**config.mk**
```make
export PLATFORM = sky130hd
export DESIGN_NAME = operating_mode_select
export DESIGN_NICKNAME = d
export VERILOG_FILES = /design/src/core/mode_sel_pkg.sv /design/src/core/operating_mode_select.sv
export SDC_FILE = /design/constraint.sdc
export NUM_CORES = 1
export LEC_CHECK = 0
export BUFFER_PORTS_ARGS = -buffer_cell sky130_fd_sc_hd__buf_4
export CAP_MARGIN = 30
export CORE_MARGIN = 2
export CORE_UTILIZATION = 41
export CTS_CLUSTER_SIZE = 25
export DETAILED_ROUTE_END_ITERATION = 8
export HOLD_SLACK_MARGIN = 0.15
export PLACE_DENSITY_LB_ADDON = 0.1
export SLEW_MARGIN = 30
export SYNTH_ARGS = -nofsm -noshare
export SYNTH_HDL_FRONTEND = slang
export SYNTH_SLANG_ARGS = --single-unit
```
**constraint.sdc**
```tcl
create_clock -name core_clk_in -period 2.9 [get_ports core_clk_in]
set_input_delay 0.435 -clock core_clk_in [delete_from_list [all_inputs] [get_ports core_clk_in]]
set_output_delay 0.435 -clock core_clk_in [all_outputs]
set_load 0.02 [all_outputs]
```
**src/core/mode_sel_pkg.sv**
```systemverilog
// Package holding constants, types and encodings for the operating mode selector
package mode_sel_pkg;
  // APB register byte offsets
  localparam logic [7:0] ADDR_PRIO_MODE  = 8'h00;
  localparam logic [7:0] ADDR_FACT_TEST  = 8'h04;
  localparam logic [7:0] ADDR_PRIV_CTRL  = 8'h08;
  localparam logic [7:0] ADDR_STATUS     = 8'h0C;
  // Field positions
  localparam int SPECIAL_FLAG_BIT = 0;
  localparam int MODE_A_FLAG_BIT  = 1;
  localparam int WDOG_DIS_BIT     = 3;
  // Reset values
  localparam logic [7:0] FACT_TEST_RST = 8'h00;
  localparam logic [7:0] PRIV_CTRL_RST = 8'h00;
  // Vector map
  localparam logic [15:0] PSEUDO_VEC_FIRST = 16'h00B5;
  localparam logic [15:0] PSEUDO_VEC_LAST  = 16'h00FD;
  localparam logic [15:0] PSEUDO_VEC_STEP  = 16'h0003;
  localparam logic [15:0] BOOT_RESET_VEC   = 16'hBF40;
  localparam logic [15:0] TEST_VEC         = 16'hBFFE;
  localparam logic [15:0] RAM_ENTRY        = 16'h0000;
  localparam logic [4:0]  VEC_RESET_IDX    = 5'h19;
  // Serial timing in E-clock ticks
  localparam int BIT_TICKS  = 16;
  localparam int CHAR_BITS  = 10;
  localparam int IDLE_CHARS = 4;
  localparam int IDLE_TICKS = IDLE_CHARS * CHAR_BITS * BIT_TICKS;
  localparam logic [7:0] SYNC_BYTE = 8'hFF;
  // Operating modes, coded as {special flag, mode A flag}
  typedef enum logic [1:0] {
    MODE_SINGLE = 2'b00,
    MODE_EXPAND = 2'b01,
    MODE_BOOT   = 2'b10,
    MODE_TEST   = 2'b11
  } op_mode_t;
  // Bootstrap loader states
  typedef enum logic [1:0] {
    BOOT_OFF   = 2'b00,
    BOOT_BREAK = 2'b01,
    BOOT_LOAD  = 2'b10,
    BOOT_DONE  = 2'b11
  } boot_state_t;
  // Core request towards the external bus
  typedef struct packed {
    logic        valid;
    logic        we;
    logic [15:0] addr;
    logic [7:0]  wdata;
  } cpu_req_t;
endpackage

```
**src/core/operating_mode_select.sv**
```systemverilog
// Operating mode selector: strap capture, mode register, external bus, vectors and bootstrap loader
`timescale 1ns/1ps
// Notes on behaviour
// - Both mode straps are sampled during reset into the mode flags.
// - Straps A,B: 01 single, 11 expanded, 00 bootstrap, 10 test; special = not B.
// - Single chip drives no external bus and keeps read/write high.
// - Expanded mode puts address on ports B and F, data on port C.
// - Bootstrap serial runs at E-clock divided by sixteen.
// - Bootstrap sends a break on the serial transmitter after reset.
// - The first all-ones byte is not echoed on the transmitter.
// - Loader fills RAM, then jumps to 0000 after four idle characters.
// - In bootstrap every vector except reset resolves to a three-byte RAM pseudo-vector.
// - Pseudo-vectors 00B5 to 00FD at three-byte steps; reset vector BF40.
// - Bootstrap fetches all vectors from the on-chip bootstrap ROM.
// - Reset into bootstrap sets the special flag to one.
// - Privileged control bits are writable only while the special flag is set.
// - Software changes mode by writing special and mode A flags.
// - Test mode fetches reset and interrupt vectors externally at BFFE-BFFF.
// - Test mode enables the factory test register.
// - Clearing the special flag is one-way until the next reset.
// - Factory test register writable while special, reads zero outside test.
// - Watchdog-reset disable bit resets to one in special modes, else zero.
// - Read/write line stays high in bootstrap mode too.
module operating_mode_select
  import mode_sel_pkg::*;
#(
  parameter int          E_DIV           = 4,
  parameter logic [15:0] NORMAL_VEC_BASE = 16'hFFCE
) (
  input  wire logic        core_clk_in,
  input  wire logic        reset_n_in,
  input  wire logic        mode_strap_a_in,
  input  wire logic        mode_strap_b_in,
  input  wire logic        psel_in,
  input  wire logic        penable_in,
  input  wire logic        pwrite_in,
  input  wire logic [7:0]  paddr_in,
  input  wire logic [31:0] pwdata_in,
  output logic [31:0]      prdata_out,
  output logic             pready_out,
  output logic             pslverr_out,
  input  wire cpu_req_t    cpu_req_in,
  output logic [7:0]       cpu_rdata_out,
  output logic [7:0]       port_b_addr_out,
  output logic [7:0]       port_f_addr_out,
  input  wire logic [7:0]  port_c_data_in,
  output logic [7:0]       port_c_data_out,
  output logic             port_c_data_oe_out,
  output logic             rw_n_out,
  input  wire logic        vec_req_in,
  input  wire logic [4:0]  vec_idx_in,
  output logic [15:0]      vec_addr_out,
  output logic             vec_boot_rom_out,
  output logic             vec_external_out,
  input  wire logic        serial_rx_in,
  output logic             serial_tx_out,
  output logic [15:0]      ram_addr_out,
  output logic [7:0]       ram_wdata_out,
  output logic             ram_we_out,
  output logic             boot_jump_out,
  output logic [15:0]      boot_jump_addr_out,
  output logic             disable_watchdog_resets_out,
  output logic [7:0]       factory_test_out,
  output logic [7:0]       priv_ctrl_out
);

  // Pin synchronisers; only the second stage is read by logic
  logic [1:0] strap_a_sync_q, strap_b_sync_q, rx_sync_q;
  logic [7:0] port_c_sync1_q, port_c_sync2_q;
  wire        strap_a_s = strap_a_sync_q[1];
  wire        strap_b_s = strap_b_sync_q[1];
  wire        rx_s      = rx_sync_q[1];
  always_ff @(posedge core_clk_in) begin
    strap_a_sync_q <= {strap_a_sync_q[0], mode_strap_a_in};
    strap_b_sync_q <= {strap_b_sync_q[0], mode_strap_b_in};
    rx_sync_q      <= {rx_sync_q[0], serial_rx_in};
    port_c_sync1_q <= port_c_data_in;
    port_c_sync2_q <= port_c_sync1_q;
  end

  // Mode flags and privileged registers
  logic        special_q, mode_a_q, wdog_dis_q;
  logic [7:0]  fact_test_q, priv_ctrl_q;
  op_mode_t    mode;
  assign mode = op_mode_t'({special_q, mode_a_q});
  wire         is_test = (mode == MODE_TEST);

  // APB decode: one wait state, write commits at the edge that sees pready
  logic        pready_q, pslverr_q;
  logic [31:0] prdata_q;
  wire         apb_access = psel_in && penable_in;
  wire         apb_commit = apb_access && pready_q;
  wire         apb_wr     = apb_commit && pwrite_in;
  wire         hit_prio   = (paddr_in == ADDR_PRIO_MODE);
  wire         hit_fact   = (paddr_in == ADDR_FACT_TEST);
  wire         hit_priv   = (paddr_in == ADDR_PRIV_CTRL);
  wire         hit_stat   = (paddr_in == ADDR_STATUS);
  wire         hit_any    = hit_prio || hit_fact || hit_priv || hit_stat;
  wire [7:0]   wbyte      = pwdata_in[7:0];

  // Mode flag update; privilege is judged by the flag before the write
  wire special_d = (apb_wr && hit_prio && !wbyte[SPECIAL_FLAG_BIT]) ? 1'b0 : special_q;
  wire mode_a_d  = (apb_wr && hit_prio && special_q) ? wbyte[MODE_A_FLAG_BIT] : mode_a_q;
  always_ff @(posedge core_clk_in) begin
    if (!reset_n_in) begin
      special_q <= !strap_b_s;
      mode_a_q  <= strap_a_s;
    end else begin
      special_q <= special_d;
      mode_a_q  <= mode_a_d;
    end
  end

  // Factory test and privileged control registers
  always_ff @(posedge core_clk_in) begin
    if (!reset_n_in) begin
      fact_test_q <= FACT_TEST_RST;
      wdog_dis_q  <= !strap_b_s;
      priv_ctrl_q <= PRIV_CTRL_RST;
    end else begin
      if (apb_wr && hit_fact && special_q) begin
        fact_test_q <= wbyte;
        wdog_dis_q  <= wbyte[WDOG_DIS_BIT];
      end
      if (apb_wr && hit_priv && special_q) begin
        priv_ctrl_q <= wbyte;
      end
    end
  end

  // Read data view; factory test bits vanish outside test mode
  logic [7:0] fact_view, rd_byte;
  boot_state_t boot_state_q;
  logic        rx_busy_q;
  always_comb begin
    fact_view = fact_test_q;
    fact_view[WDOG_DIS_BIT] = wdog_dis_q;
    rd_byte = 8'h00;
    if (hit_prio) rd_byte = {6'h00, mode_a_q, special_q};
    if (hit_fact) rd_byte = is_test ? fact_view : 8'h00;
    if (hit_priv) rd_byte = priv_ctrl_q;
    if (hit_stat) rd_byte = {3'h0, rx_busy_q, boot_state_q, mode};
  end

  // Pin view of the factory test bits; registered, so it trails the register by one cycle
  logic [7:0] fact_out_q;
  always_ff @(posedge core_clk_in) begin
    if (!reset_n_in) fact_out_q <= 8'h00;
    else fact_out_q <= is_test ? fact_view : 8'h00;
  end

  // APB handshake
  always_ff @(posedge core_clk_in) begin
    if (!reset_n_in) begin
      pready_q  <= 1'b0;
      pslverr_q <= 1'b0;
      prdata_q  <= 32'h0000_0000;
    end else if (apb_access && !pready_q) begin
      pready_q  <= 1'b1;
      pslverr_q <= !hit_any;
      prdata_q  <= {24'h00_0000, rd_byte};
    end else begin
      pready_q  <= 1'b0;
      pslverr_q <= 1'b0;
    end
  end

  // External bus; only expanded and test modes drive it
  logic [7:0] addr_hi_q, addr_lo_q, data_out_q, rdata_q;
  logic       data_oe_q, rw_n_q;
  always_ff @(posedge core_clk_in) begin
    if (!reset_n_in) begin
      addr_hi_q  <= 8'h00;
      addr_lo_q  <= 8'h00;
      data_out_q <= 8'h00;
      data_oe_q  <= 1'b0;
      rw_n_q     <= 1'b1;
      rdata_q    <= 8'h00;
    end else if (!mode_a_q) begin
      addr_hi_q <= 8'h00;
      addr_lo_q <= 8'h00;
      data_oe_q <= 1'b0;
      rw_n_q    <= 1'b1;
    end else if (cpu_req_in.valid) begin
      addr_hi_q  <= cpu_req_in.addr[15:8];
      addr_lo_q  <= cpu_req_in.addr[7:0];
      data_out_q <= cpu_req_in.wdata;
      data_oe_q  <= cpu_req_in.we;
      rw_n_q     <= !cpu_req_in.we;
      rdata_q    <= port_c_sync2_q;
    end else begin
      data_oe_q <= 1'b0;
      rw_n_q    <= 1'b1;
      rdata_q   <= port_c_sync2_q;
    end
  end

  // Vector resolution
  logic [15:0] vec_addr_q, vec_next;
  logic        vec_rom_q, vec_ext_q;
  always_comb begin
    vec_next = NORMAL_VEC_BASE + {10'h000, vec_idx_in, 1'b0};
    if (mode == MODE_BOOT) begin
      vec_next = (vec_idx_in == VEC_RESET_IDX) ? BOOT_RESET_VEC
               : 16'(PSEUDO_VEC_FIRST + PSEUDO_VEC_STEP * 16'(vec_idx_in));
    end else if (is_test) begin
      vec_next = TEST_VEC;
    end
  end
  always_ff @(posedge core_clk_in) begin
    if (!reset_n_in) begin
      vec_addr_q <= 16'h0000;
      vec_rom_q  <= 1'b0;
      vec_ext_q  <= 1'b0;
    end else if (vec_req_in) begin
      vec_addr_q <= vec_next;
      vec_rom_q  <= (mode == MODE_BOOT);
      vec_ext_q  <= is_test;
    end
  end

  // E-clock enable from the core clock
  logic [7:0] e_div_q;
  wire        e_tick = (e_div_q == 8'(E_DIV - 1));
  always_ff @(posedge core_clk_in) begin
    if (!reset_n_in || e_tick) e_div_q <= 8'h00;
    else e_div_q <= e_div_q + 8'h01;
  end

  // Serial receiver, sixteen E ticks per bit, sampled at mid-bit
  logic [3:0] rx_cnt_q, rx_bit_q;
  logic [7:0] rx_shift_q;
  logic       rx_done_q;
  wire        rx_sample = e_tick && rx_busy_q && (rx_cnt_q == 4'h0);
  always_ff @(posedge core_clk_in) begin
    if (!reset_n_in) begin
      rx_busy_q  <= 1'b0;
      rx_cnt_q   <= 4'h0;
      rx_bit_q   <= 4'h0;
      rx_shift_q <= 8'h00;
      rx_done_q  <= 1'b0;
    end else begin
      rx_done_q <= 1'b0;
      if (e_tick && !rx_busy_q && !rx_s) begin
        rx_busy_q <= 1'b1;
        rx_cnt_q  <= 4'h7;
        rx_bit_q  <= 4'h0;
      end else if (rx_sample) begin
        rx_cnt_q <= 4'(BIT_TICKS - 1);
        rx_bit_q <= rx_bit_q + 4'h1;
        if (rx_bit_q == 4'h0 && rx_s) rx_busy_q <= 1'b0;  // False start
        else if (rx_bit_q == 4'(CHAR_BITS - 1)) begin
          rx_busy_q <= 1'b0;
          rx_done_q <= 1'b1;
        end else if (rx_bit_q != 4'h0) rx_shift_q <= {rx_s, rx_shift_q[7:1]};
      end else if (e_tick && rx_busy_q) rx_cnt_q <= rx_cnt_q - 4'h1;
    end
  end

  // Bootstrap loader; a slow E/104 sync byte just looks like one odd first character
  logic [15:0] ram_ptr_q, idle_cnt_q, ram_addr_q;
  logic        ram_we_q, jump_q, tx_q;
  wire         line_idle = !rx_busy_q && rx_s && (ram_ptr_q != RAM_ENTRY);
  wire         idle_end  = e_tick && line_idle && (idle_cnt_q == 16'(IDLE_TICKS - 1));
  always_ff @(posedge core_clk_in) begin
    if (!reset_n_in) begin
      boot_state_q <= (!strap_b_s && !strap_a_s) ? BOOT_BREAK : BOOT_OFF;
      ram_ptr_q    <= RAM_ENTRY;
      ram_addr_q   <= RAM_ENTRY;
      idle_cnt_q   <= 16'h0000;
      ram_we_q     <= 1'b0;
      jump_q       <= 1'b0;
      tx_q         <= 1'b1;
    end else begin
      ram_we_q <= 1'b0;
      jump_q   <= 1'b0;
      tx_q     <= (boot_state_q != BOOT_BREAK);
      if (!line_idle) idle_cnt_q <= 16'h0000;
      else if (e_tick) idle_cnt_q <= idle_cnt_q + 16'h0001;
      case (boot_state_q)
        BOOT_BREAK: if (rx_done_q) boot_state_q <= BOOT_LOAD;
        BOOT_LOAD: begin
          if (rx_done_q) begin
            ram_we_q  <= 1'b1;
            ram_addr_q <= ram_ptr_q;
            ram_ptr_q <= ram_ptr_q + 16'h0001;
          end
          if (idle_end) begin
            boot_state_q <= BOOT_DONE;
            jump_q       <= 1'b1;
          end
        end
        BOOT_OFF, BOOT_DONE: boot_state_q <= boot_state_q;
        default: boot_state_q <= BOOT_OFF;
      endcase
    end
  end

  // Outputs, all from flops except the constant boot_jump_addr_out
  assign prdata_out                  = prdata_q;
  assign pready_out                  = pready_q;
  assign pslverr_out                 = pslverr_q;
  assign cpu_rdata_out               = rdata_q;
  assign port_b_addr_out             = addr_hi_q;
  assign port_f_addr_out             = addr_lo_q;
  assign port_c_data_out             = data_out_q;
  assign port_c_data_oe_out          = data_oe_q;
  assign rw_n_out                    = rw_n_q;
  assign vec_addr_out                = vec_addr_q;
  assign vec_boot_rom_out            = vec_rom_q;
  assign vec_external_out            = vec_ext_q;
  assign serial_tx_out               = tx_q;
  assign ram_addr_out                = ram_addr_q;
  assign ram_wdata_out               = rx_shift_q;
  assign ram_we_out                  = ram_we_q;
  assign boot_jump_out               = jump_q;
  assign boot_jump_addr_out          = RAM_ENTRY;
  assign disable_watchdog_resets_out = wdog_dis_q;
  assign factory_test_out            = fact_out_q;
  assign priv_ctrl_out               = priv_ctrl_q;

  // Checks
  property p_strap_latch;
    @(posedge core_clk_in) disable iff (!reset_n_in)
    $rose(reset_n_in) |-> (special_q == !$past(strap_b_s)) && (mode_a_q == $past(strap_a_s));
  endproperty
  a_strap_latch: assert property (p_strap_latch) else $error("mode flags not strap levels");
  property p_wdog_dis_init;
    @(posedge core_clk_in) disable iff (!reset_n_in)
    $rose(reset_n_in) |-> wdog_dis_q == special_q;
  endproperty
  a_wdog_dis_init: assert property (p_wdog_dis_init) else $error("watchdog disable reset value wrong");
  property p_rw_high;
    @(posedge core_clk_in) disable iff (!reset_n_in)
    (!mode_a_q && $past(!mode_a_q)) |-> rw_n_out && !port_c_data_oe_out;
  endproperty
  a_rw_high: assert property (p_rw_high) else $error("bus driven outside expanded modes");
  property p_exp_addr;
    @(posedge core_clk_in) disable iff (!reset_n_in)
    (mode_a_q && cpu_req_in.valid) |=> {port_b_addr_out, port_f_addr_out} == $past(cpu_req_in.addr)
      && rw_n_out == !$past(cpu_req_in.we);
  endproperty
  a_exp_addr: assert property (p_exp_addr) else $error("expanded address not on ports");
  property p_break;
    @(posedge core_clk_in) disable iff (!reset_n_in)
    // The release edge itself still loads the idle level, so the break is only owed one cycle later
    (reset_n_in && boot_state_q == BOOT_BREAK) ##1 (boot_state_q == BOOT_BREAK) |-> !serial_tx_out;
  endproperty
  a_break: assert property (p_break) else $error("no break during bootstrap wait");
  property p_no_echo;
    @(posedge core_clk_in) disable iff (!reset_n_in)
    (boot_state_q == BOOT_BREAK && rx_done_q) |=> !ram_we_out && boot_state_q == BOOT_LOAD ##1 serial_tx_out;
  endproperty
  a_no_echo: assert property (p_no_echo) else $error("sync byte handled wrongly");
  property p_load;
    @(posedge core_clk_in) disable iff (!reset_n_in)
    (boot_state_q == BOOT_LOAD && rx_done_q) |=> ram_we_out && ram_wdata_out == $past(rx_shift_q);
  endproperty
  a_load: assert property (p_load) else $error("received byte not written to RAM");
  property p_jump;
    @(posedge core_clk_in) disable iff (!reset_n_in)
    idle_end |=> boot_jump_out && boot_jump_addr_out == 16'h0000 && boot_state_q == BOOT_DONE;
  endproperty
  a_jump: assert property (p_jump) else $error("no jump after idle line");
  property p_pseudo_vec;
    @(posedge core_clk_in) disable iff (!reset_n_in)
    (vec_req_in && mode == MODE_BOOT && vec_idx_in == 5'h18) |=> vec_addr_out == PSEUDO_VEC_LAST && vec_boot_rom_out;
  endproperty
  a_pseudo_vec: assert property (p_pseudo_vec) else $error("last pseudo-vector wrong");
  property p_special_oneway;
    @(posedge core_clk_in) disable iff (!reset_n_in)
    !special_q |=> !special_q && $stable(fact_test_q);
  endproperty
  a_special_oneway: assert property (p_special_oneway) else $error("special flag set again");
  property p_fact_hidden;
    @(posedge core_clk_in) disable iff (!reset_n_in)
    !is_test |=> factory_test_out == 8'h00;
  endproperty
  a_fact_hidden: assert property (p_fact_hidden) else $error("factory test bits visible outside test");
  property p_e16;
    @(posedge core_clk_in) disable iff (!reset_n_in)
    rx_sample |=> rx_cnt_q == 4'hF;
  endproperty
  a_e16: assert property (p_e16) else $error("bit period not sixteen E ticks");
  c_boot_done: cover property (@(posedge core_clk_in) boot_jump_out);
  c_special_clear: cover property (@(posedge core_clk_in) $fell(special_q));
  c_test_vec: cover property (@(posedge core_clk_in) vec_external_out);
  c_ext_write: cover property (@(posedge core_clk_in) port_c_data_oe_out);

endmodule

```
# Word level (Yosys, flattened, before mapping)
# Index checks and enable logic that the tools add are counted.
[totals]
out_inout_bits = 146
elab_cells = 156
in_bits = 88
register_bits = 190
[classes]
multipliers = 1
mux = 30
bitwise = 5
add_sub_neg = 7
eq_ne = 19
reduce_logical = 57
[ops]
columns = ["op", "n"]
rows = [
  ["16-bit two-way mux", 3],
  ["16-bit by 1-bit adder with 16-bit output (second input constant)", 2],
  ["8-bit two-way mux", 4],
  ["1-bit logical AND", 21],
  ["16-bit by 10-bit == test with 1-bit output (second input constant)", 1],
  ["8-bit by 4-bit == test with 1-bit output (second input constant)", 2],
  ["16-bit nonzero test", 1],
  ["1-bit two-way mux", 15],
  ["2-bit AND reduction", 7],
  ["8-bit by 7-bit adder with 9-bit output (first input constant)", 1],
  ["1-bit logical NOT", 9],
  ["7-bit by 7-bit adder with 8-bit output (first input constant)", 1],
  ["8-bit by 1-bit adder with 8-bit output (second input constant)", 1],
  ["2-bit == test (second input constant)", 4],
  ["8-bit by 2-bit == test with 1-bit output (second input constant)", 1],
  ["8-bit by 3-bit == test with 1-bit output (second input constant)", 1],
  ["4-bit logical NOT", 2],
  ["8-bit logical NOT", 1],
  ["2-bit two-way mux", 4],
  ["4-bit two-way mux", 2],
  ["2-bit by 1-bit inequality test with 1-bit output (second input constant)", 4],
  ["2-bit by 5-bit multiplier with 7-bit output (first input constant)", 1],
  ["3-bit inequality test (second input constant)", 2],
  ["3-bit AND reduction", 2],
  ["17 further kinds", 27],
]

# Longest topological paths before layout
[logic_depth]
word_depth = 8
depth_mapped = 8
ltp_nobuf = 8

# Least setup slack after synthesis
# Ideal clock, no wire load.
[synth_path]
path_kind = "input to register"
startpoint = "input port paddr_in[5]"
endpoint = "register wdog_dis_q, in the netlist disable_watchdog_resets_out (enable)"
setup_time_ns = 0.294
setup_slack_ns = 0.567
path_stages = 5
t_required_ns = 2.606
arrival_ns = 2.039
path_buffers = 1
path_cell_list = "or4_1 -> or3_1 -> nor4b_1 -> buf_2 -> nand2b_1"
[synth_via]
elab_chain_cells = 4
[synth_rtl]
columns = ["item", "line", "rtl"]
rows = [
  ["start, declared", "operating_mode_select.sv:37", "input wire logic [7:0] paddr_in,"],
  ["8-bit by 3-bit == test with 1-bit output", "operating_mode_select.sv:95", "wire hit_fact = (paddr_in == ADDR_FACT_TEST);"],
  ["1-bit logical AND (2 in a row)", "operating_mode_select.sv:121", "if (apb_wr && hit_fact && special_q) begin"],
  ["2-bit by 1-bit inequality test with 1-bit output (no line)", "--", ""],
  ["end signal, assigned", "operating_mode_select.sv:118", "wdog_dis_q <= !strap_b_s;"],
  ["end signal, assigned", "operating_mode_select.sv:123", "wdog_dis_q <= wbyte[WDOG_DIS_BIT];"],
  ["end, declared", "operating_mode_select.sv:82", "logic special_q, mode_a_q, wdog_dis_q;"],
]
# Every way passes these cells.
# A chain may end at the register's enable or synchronous reset.

# Final worst setup path
[layout_path]
startpoint = "register e_div_q[0]"
endpoint = "register rx_shift_q[4], in the netlist ram_wdata_out[4]"
[layout_via]
elab_chain_cells = 5
elab_cells_between_ends = 7
classes_between = "1 x eq/ne; 1 x bitwise; 5 x reduce/logical"
[layout_rtl]
columns = ["item", "line", "rtl"]
rows = [
  ["start, declared", "operating_mode_select.sv:223", "logic [7:0] e_div_q;"],
  ["start signal, assigned", "operating_mode_select.sv:227", "else e_div_q <= e_div_q + 8'h01;"],
  ["8-bit by 2-bit == test with 1-bit output (*)", "operating_mode_select.sv:224", "wire e_tick = (e_div_q == 8'(E_DIV - 1));"],
  ["1-bit logical AND (2 in a row)", "operating_mode_select.sv:244", "if (e_tick && !rx_busy_q && !rx_s) begin"],
  ["1-bit NOT (no line)", "--", ""],
  ["5-bit AND reduction (no line) (*)", "--", ""],
  ["end signal, assigned", "operating_mode_select.sv:255", "end else if (rx_bit_q != 4'h0) rx_shift_q <= {rx_s, rx_shift_q[7:1]};"],
  ["end, declared", "operating_mode_select.sv:232", "logic [7:0] rx_shift_q;"],
]
# Every way passes the cells marked *; elsewhere a longest branch is shown, timed or not.

==> summary.md <==
| Metric | Value |
|---|---|
| Status | completed |
| Vias | 6383 |
| FF-to-FF path depth | 5 |
| Cells after Synth | 870 |
| Seq cells post-synth | 184 |
| Die height | 143 µm |
| Peak fanout along the critical path | 8 |
| Clk_lat worst skew | 0.43 ns |
| DRC Markers | 0 |
| PortBufs | 169 |
| Critical Path RT | 3.18 ns |
| Largest net degree at the start of global routing | 44 |
| Ys Warns | 0 |
| Max Fclk | 408 MHz |
| Dominant cell type by area after synthesis | dfxtp_1 |
| Hpwl dp | 13500 µm |
| Pwr Density | 565 mW/mm² |
| RSZ-0062 raised after global routing | false |
| Antenna cell count | 0 |
| Setup TNS Final | 0 ns |
| Clock Tree Buf Depth | 2 |
| Clock transition at path regs | 0.08 ns |
| RD Place Congestion | 0.810 |
| Drt wl/cell | 14.8 µm |
| Antenna violations before repair | 0 |
| Post-Syn Area per Cell | 9.07 µm² |
| Hold Path Class | primary input to flip-flop |
| Placed Cells | 1234 |
| Most instantiated cells after synthesis | 179 x dfxtp_1, 106 x nand2_1, 77 x nor2_1, 54 x a21oi_1, 51 x mux2i_1 |
| Synth async-reset ratio | 0% |
| Compound-Gate Fraction of Synth Area | 9.40% |
| CTS tree | yes |
| Final worst slack | 0.451 ns |
| Share of cells above drive strength 1 | 21.2% |
| Fin crit period | 2.45 ns |
| First-pass GRT wire length | 29300 µm |
| Sequential share of the synthesized area | 47.3% |
| Starting Density | 42.0% |
| Global route overflow | 0 |
| Final cell count without fillers | 1277 |
| Period utilization | 84.4% |
| Synth Cell Area | 0.00789 mm² |
| Core Box Area | 0.0188 mm² |
| Simple logic cell fraction of the synthesized area | 21.2% |
| CP Data Arrival Time | 2.73 ns |
| Mux share of post-synthesis cell area | 6.47% |
| Post-Route WL | 18900 µm |
| # setup viols final | 0 |
| Vias in the first global route | 5742 |
| TritonCTS Buffers | 17 |
| Top cell type's share of synthesized area | 45.4% |
| Cell depth of the worst hold path | 2 |
| Max Slew Vio Count | 0 |
| Reg-to-reg setup timing slack | 0.45 ns |
| Post_cts resized | 0 |
| Remaining antenna violation count after routing | 0 |
| Max-cap violation count | 0 |
| CP Launch Type | flip-flop |
| Io pins | 234 |
| Root buf cell | clkbuf_16 |
| Clock sink count | 184 |
| Rows | 50 |
| Max IR drop VDD | 0.419 mV |
| GRT Total Usage | 18.2% |
| H-tree levels | 4 |
| Setup CP Type | flip-flop to flip-flop |
| Die area | 0.0204 mm² |
| Critical Path Sink Type | flip-flop |
| TritonRoute pass-1 iters | 6 |
| Drt via density | 5.00 |
| Worst-Margin Slew | 0.928 ns |
| Adder and majority gate portion of the synthesized area | 4.15% |
| Worst slack, placed | 0.446 ns |
| Post-synth EDFFs | 5 |
| Layout Skew | 0.0126 ns |
| Most instantiated library cell after synthesis | dfxtp_1 |
| Cell variety after synth | 60 |
| Synth Area in XOR/XNOR | 3.33% |
| Leakage | 4.22 nW |
| Hold Fails Final Rpt | 0 |
| Largest family of logic cells by synthesized area | simple AND/OR/NAND/NOR gates |
| Ys flop type | dfxtp_1 |
| Synth area leaders | dfxtp_1 45%, mux2i_1 6.5%, nand2_1 5.0% |
| Syn-to-layout area delta | 25.6% |
| DRT iter0 DRCs | 247 |
| Fin nets | 1143 |
| DIE WIDTH | 143 µm |
| Max_slew headroom | 38.0% |
cells in the final DEF, fill, tap and decap left out, types with 25 or more instances in the layout:
cell type    n
inv_1       32
conb_1      40
mux2i_1     51
nor2_1      77
nand2_1    106
dfxtp_1    179
buf_4      179
o21ai_0     25
a21oi_1     54
routing by layer:
layer | part of all wire, % | GRT usage (%) | wire (µm) | up-vias
met5 | 0 | 0 | 0 | -
met4 | 1.4 | 5.63 | 264 | 0
met3 | 6.3 | 5.23 | 1180 | 15
met2 | 46 | 28.9 | 8690 | 164
met1 | 46 | 24.1 | 8750 | 2954
li1 | - | - | - | 3250
flip-flops by register name, indices dropped and copies added, names as in the netlist, 4 cells and up:
name / flops
cpu_rdata_out: 8
e_div_q: 8
fact_test_q: 7
factory_test_out: 8
idle_cnt_q: 16
port_b_addr_out: 8
port_c_data_out: 8
port_c_sync1_q: 8
port_c_sync2_q: 8
port_f_addr_out: 8
prdata_out: 8
priv_ctrl_out: 8
ram_addr_out: 16
ram_ptr_q: 16
ram_wdata_out: 8
rx_bit_q: 4
rx_cnt_q: 4
vec_addr_out: 11
kinds of logic after synthesis:
| family | Yosys count |
|---|---|
| multiplexers | 51 |
| other | 1 |
| buffers and inverters | 121 |
| AO/OA/AOI/OAI | 124 |
| AND/OR/NAND/NOR | 334 |
| flip-flops | 184 |
| adder cells (fa/ha/maj) | 25 |
| XOR/XNOR | 30 |
power by group:
part / switching, W / internal (W) / total, W / leakage (nW)
clock: 0.00120 / 0.00120 / 0.00240 / 0.303
combinational: 0.000323 / 0.000225 / 0.000548 / 2.41
sequential: 0.0000457 / 0.00260 / 0.00265 / 1.51
worst max-delay path, stage by stage (launching register included):
cell and delay, ns:
dfxtp_1 0.37, ha_1 0.22, or3b_2 0.57, or3_1 0.51, o21bai_1 0.44, mux2i_1 0.21
area by class of cell:
cell class / instances / area, µm²
timing repair buffer: 190 / 1450
multi-input combinational: 604 / 3670
clock inverter: 15 / 204
tap: 234 / 293
clock buffer: 17 / 425
fill: 1814 / 8860
sequential: 184 / 3730
inverter: 33 / 124
final timing paths:
check / from / to
min reg2reg: port_c_sync1_q[6] / port_c_sync2_q[6]
max reg2reg: e_div_q[0] / ram_wdata_out[4]
min: cpu_req_in[24] / rw_n_out
max: e_div_q[0] / ram_wdata_out[4]
per-stage QoR:
| step | util, % | instance area (µm²) | hold WS (ns) | total power, W |
|---|---|---|---|---|
| floorplan | - | 8040 | 0.310 | 0.00308 |
| global placement | 48.9 | 9170 | 0.310 | 0.00324 |
| detailed placement | 48.9 | 9170 | 0.312 | 0.00325 |
| CTS | 52.8 | 9910 | 0.195 | 0.00568 |
| global route | 52.8 | 9910 | 0.202 | 0.00584 |
| finish | 52.8 | 9910 | 0.218 | 0.00560 |
what timing repair did:
action / 4_1_cts / 5_1_grt
hold buffers: 11 / 0
setup endpoints to repair: 0 / 0
hold endpoints to repair: 11 / 0
buffers inserted: 0 / 0
Note: power is estimated with default switching activity, not from simulation.
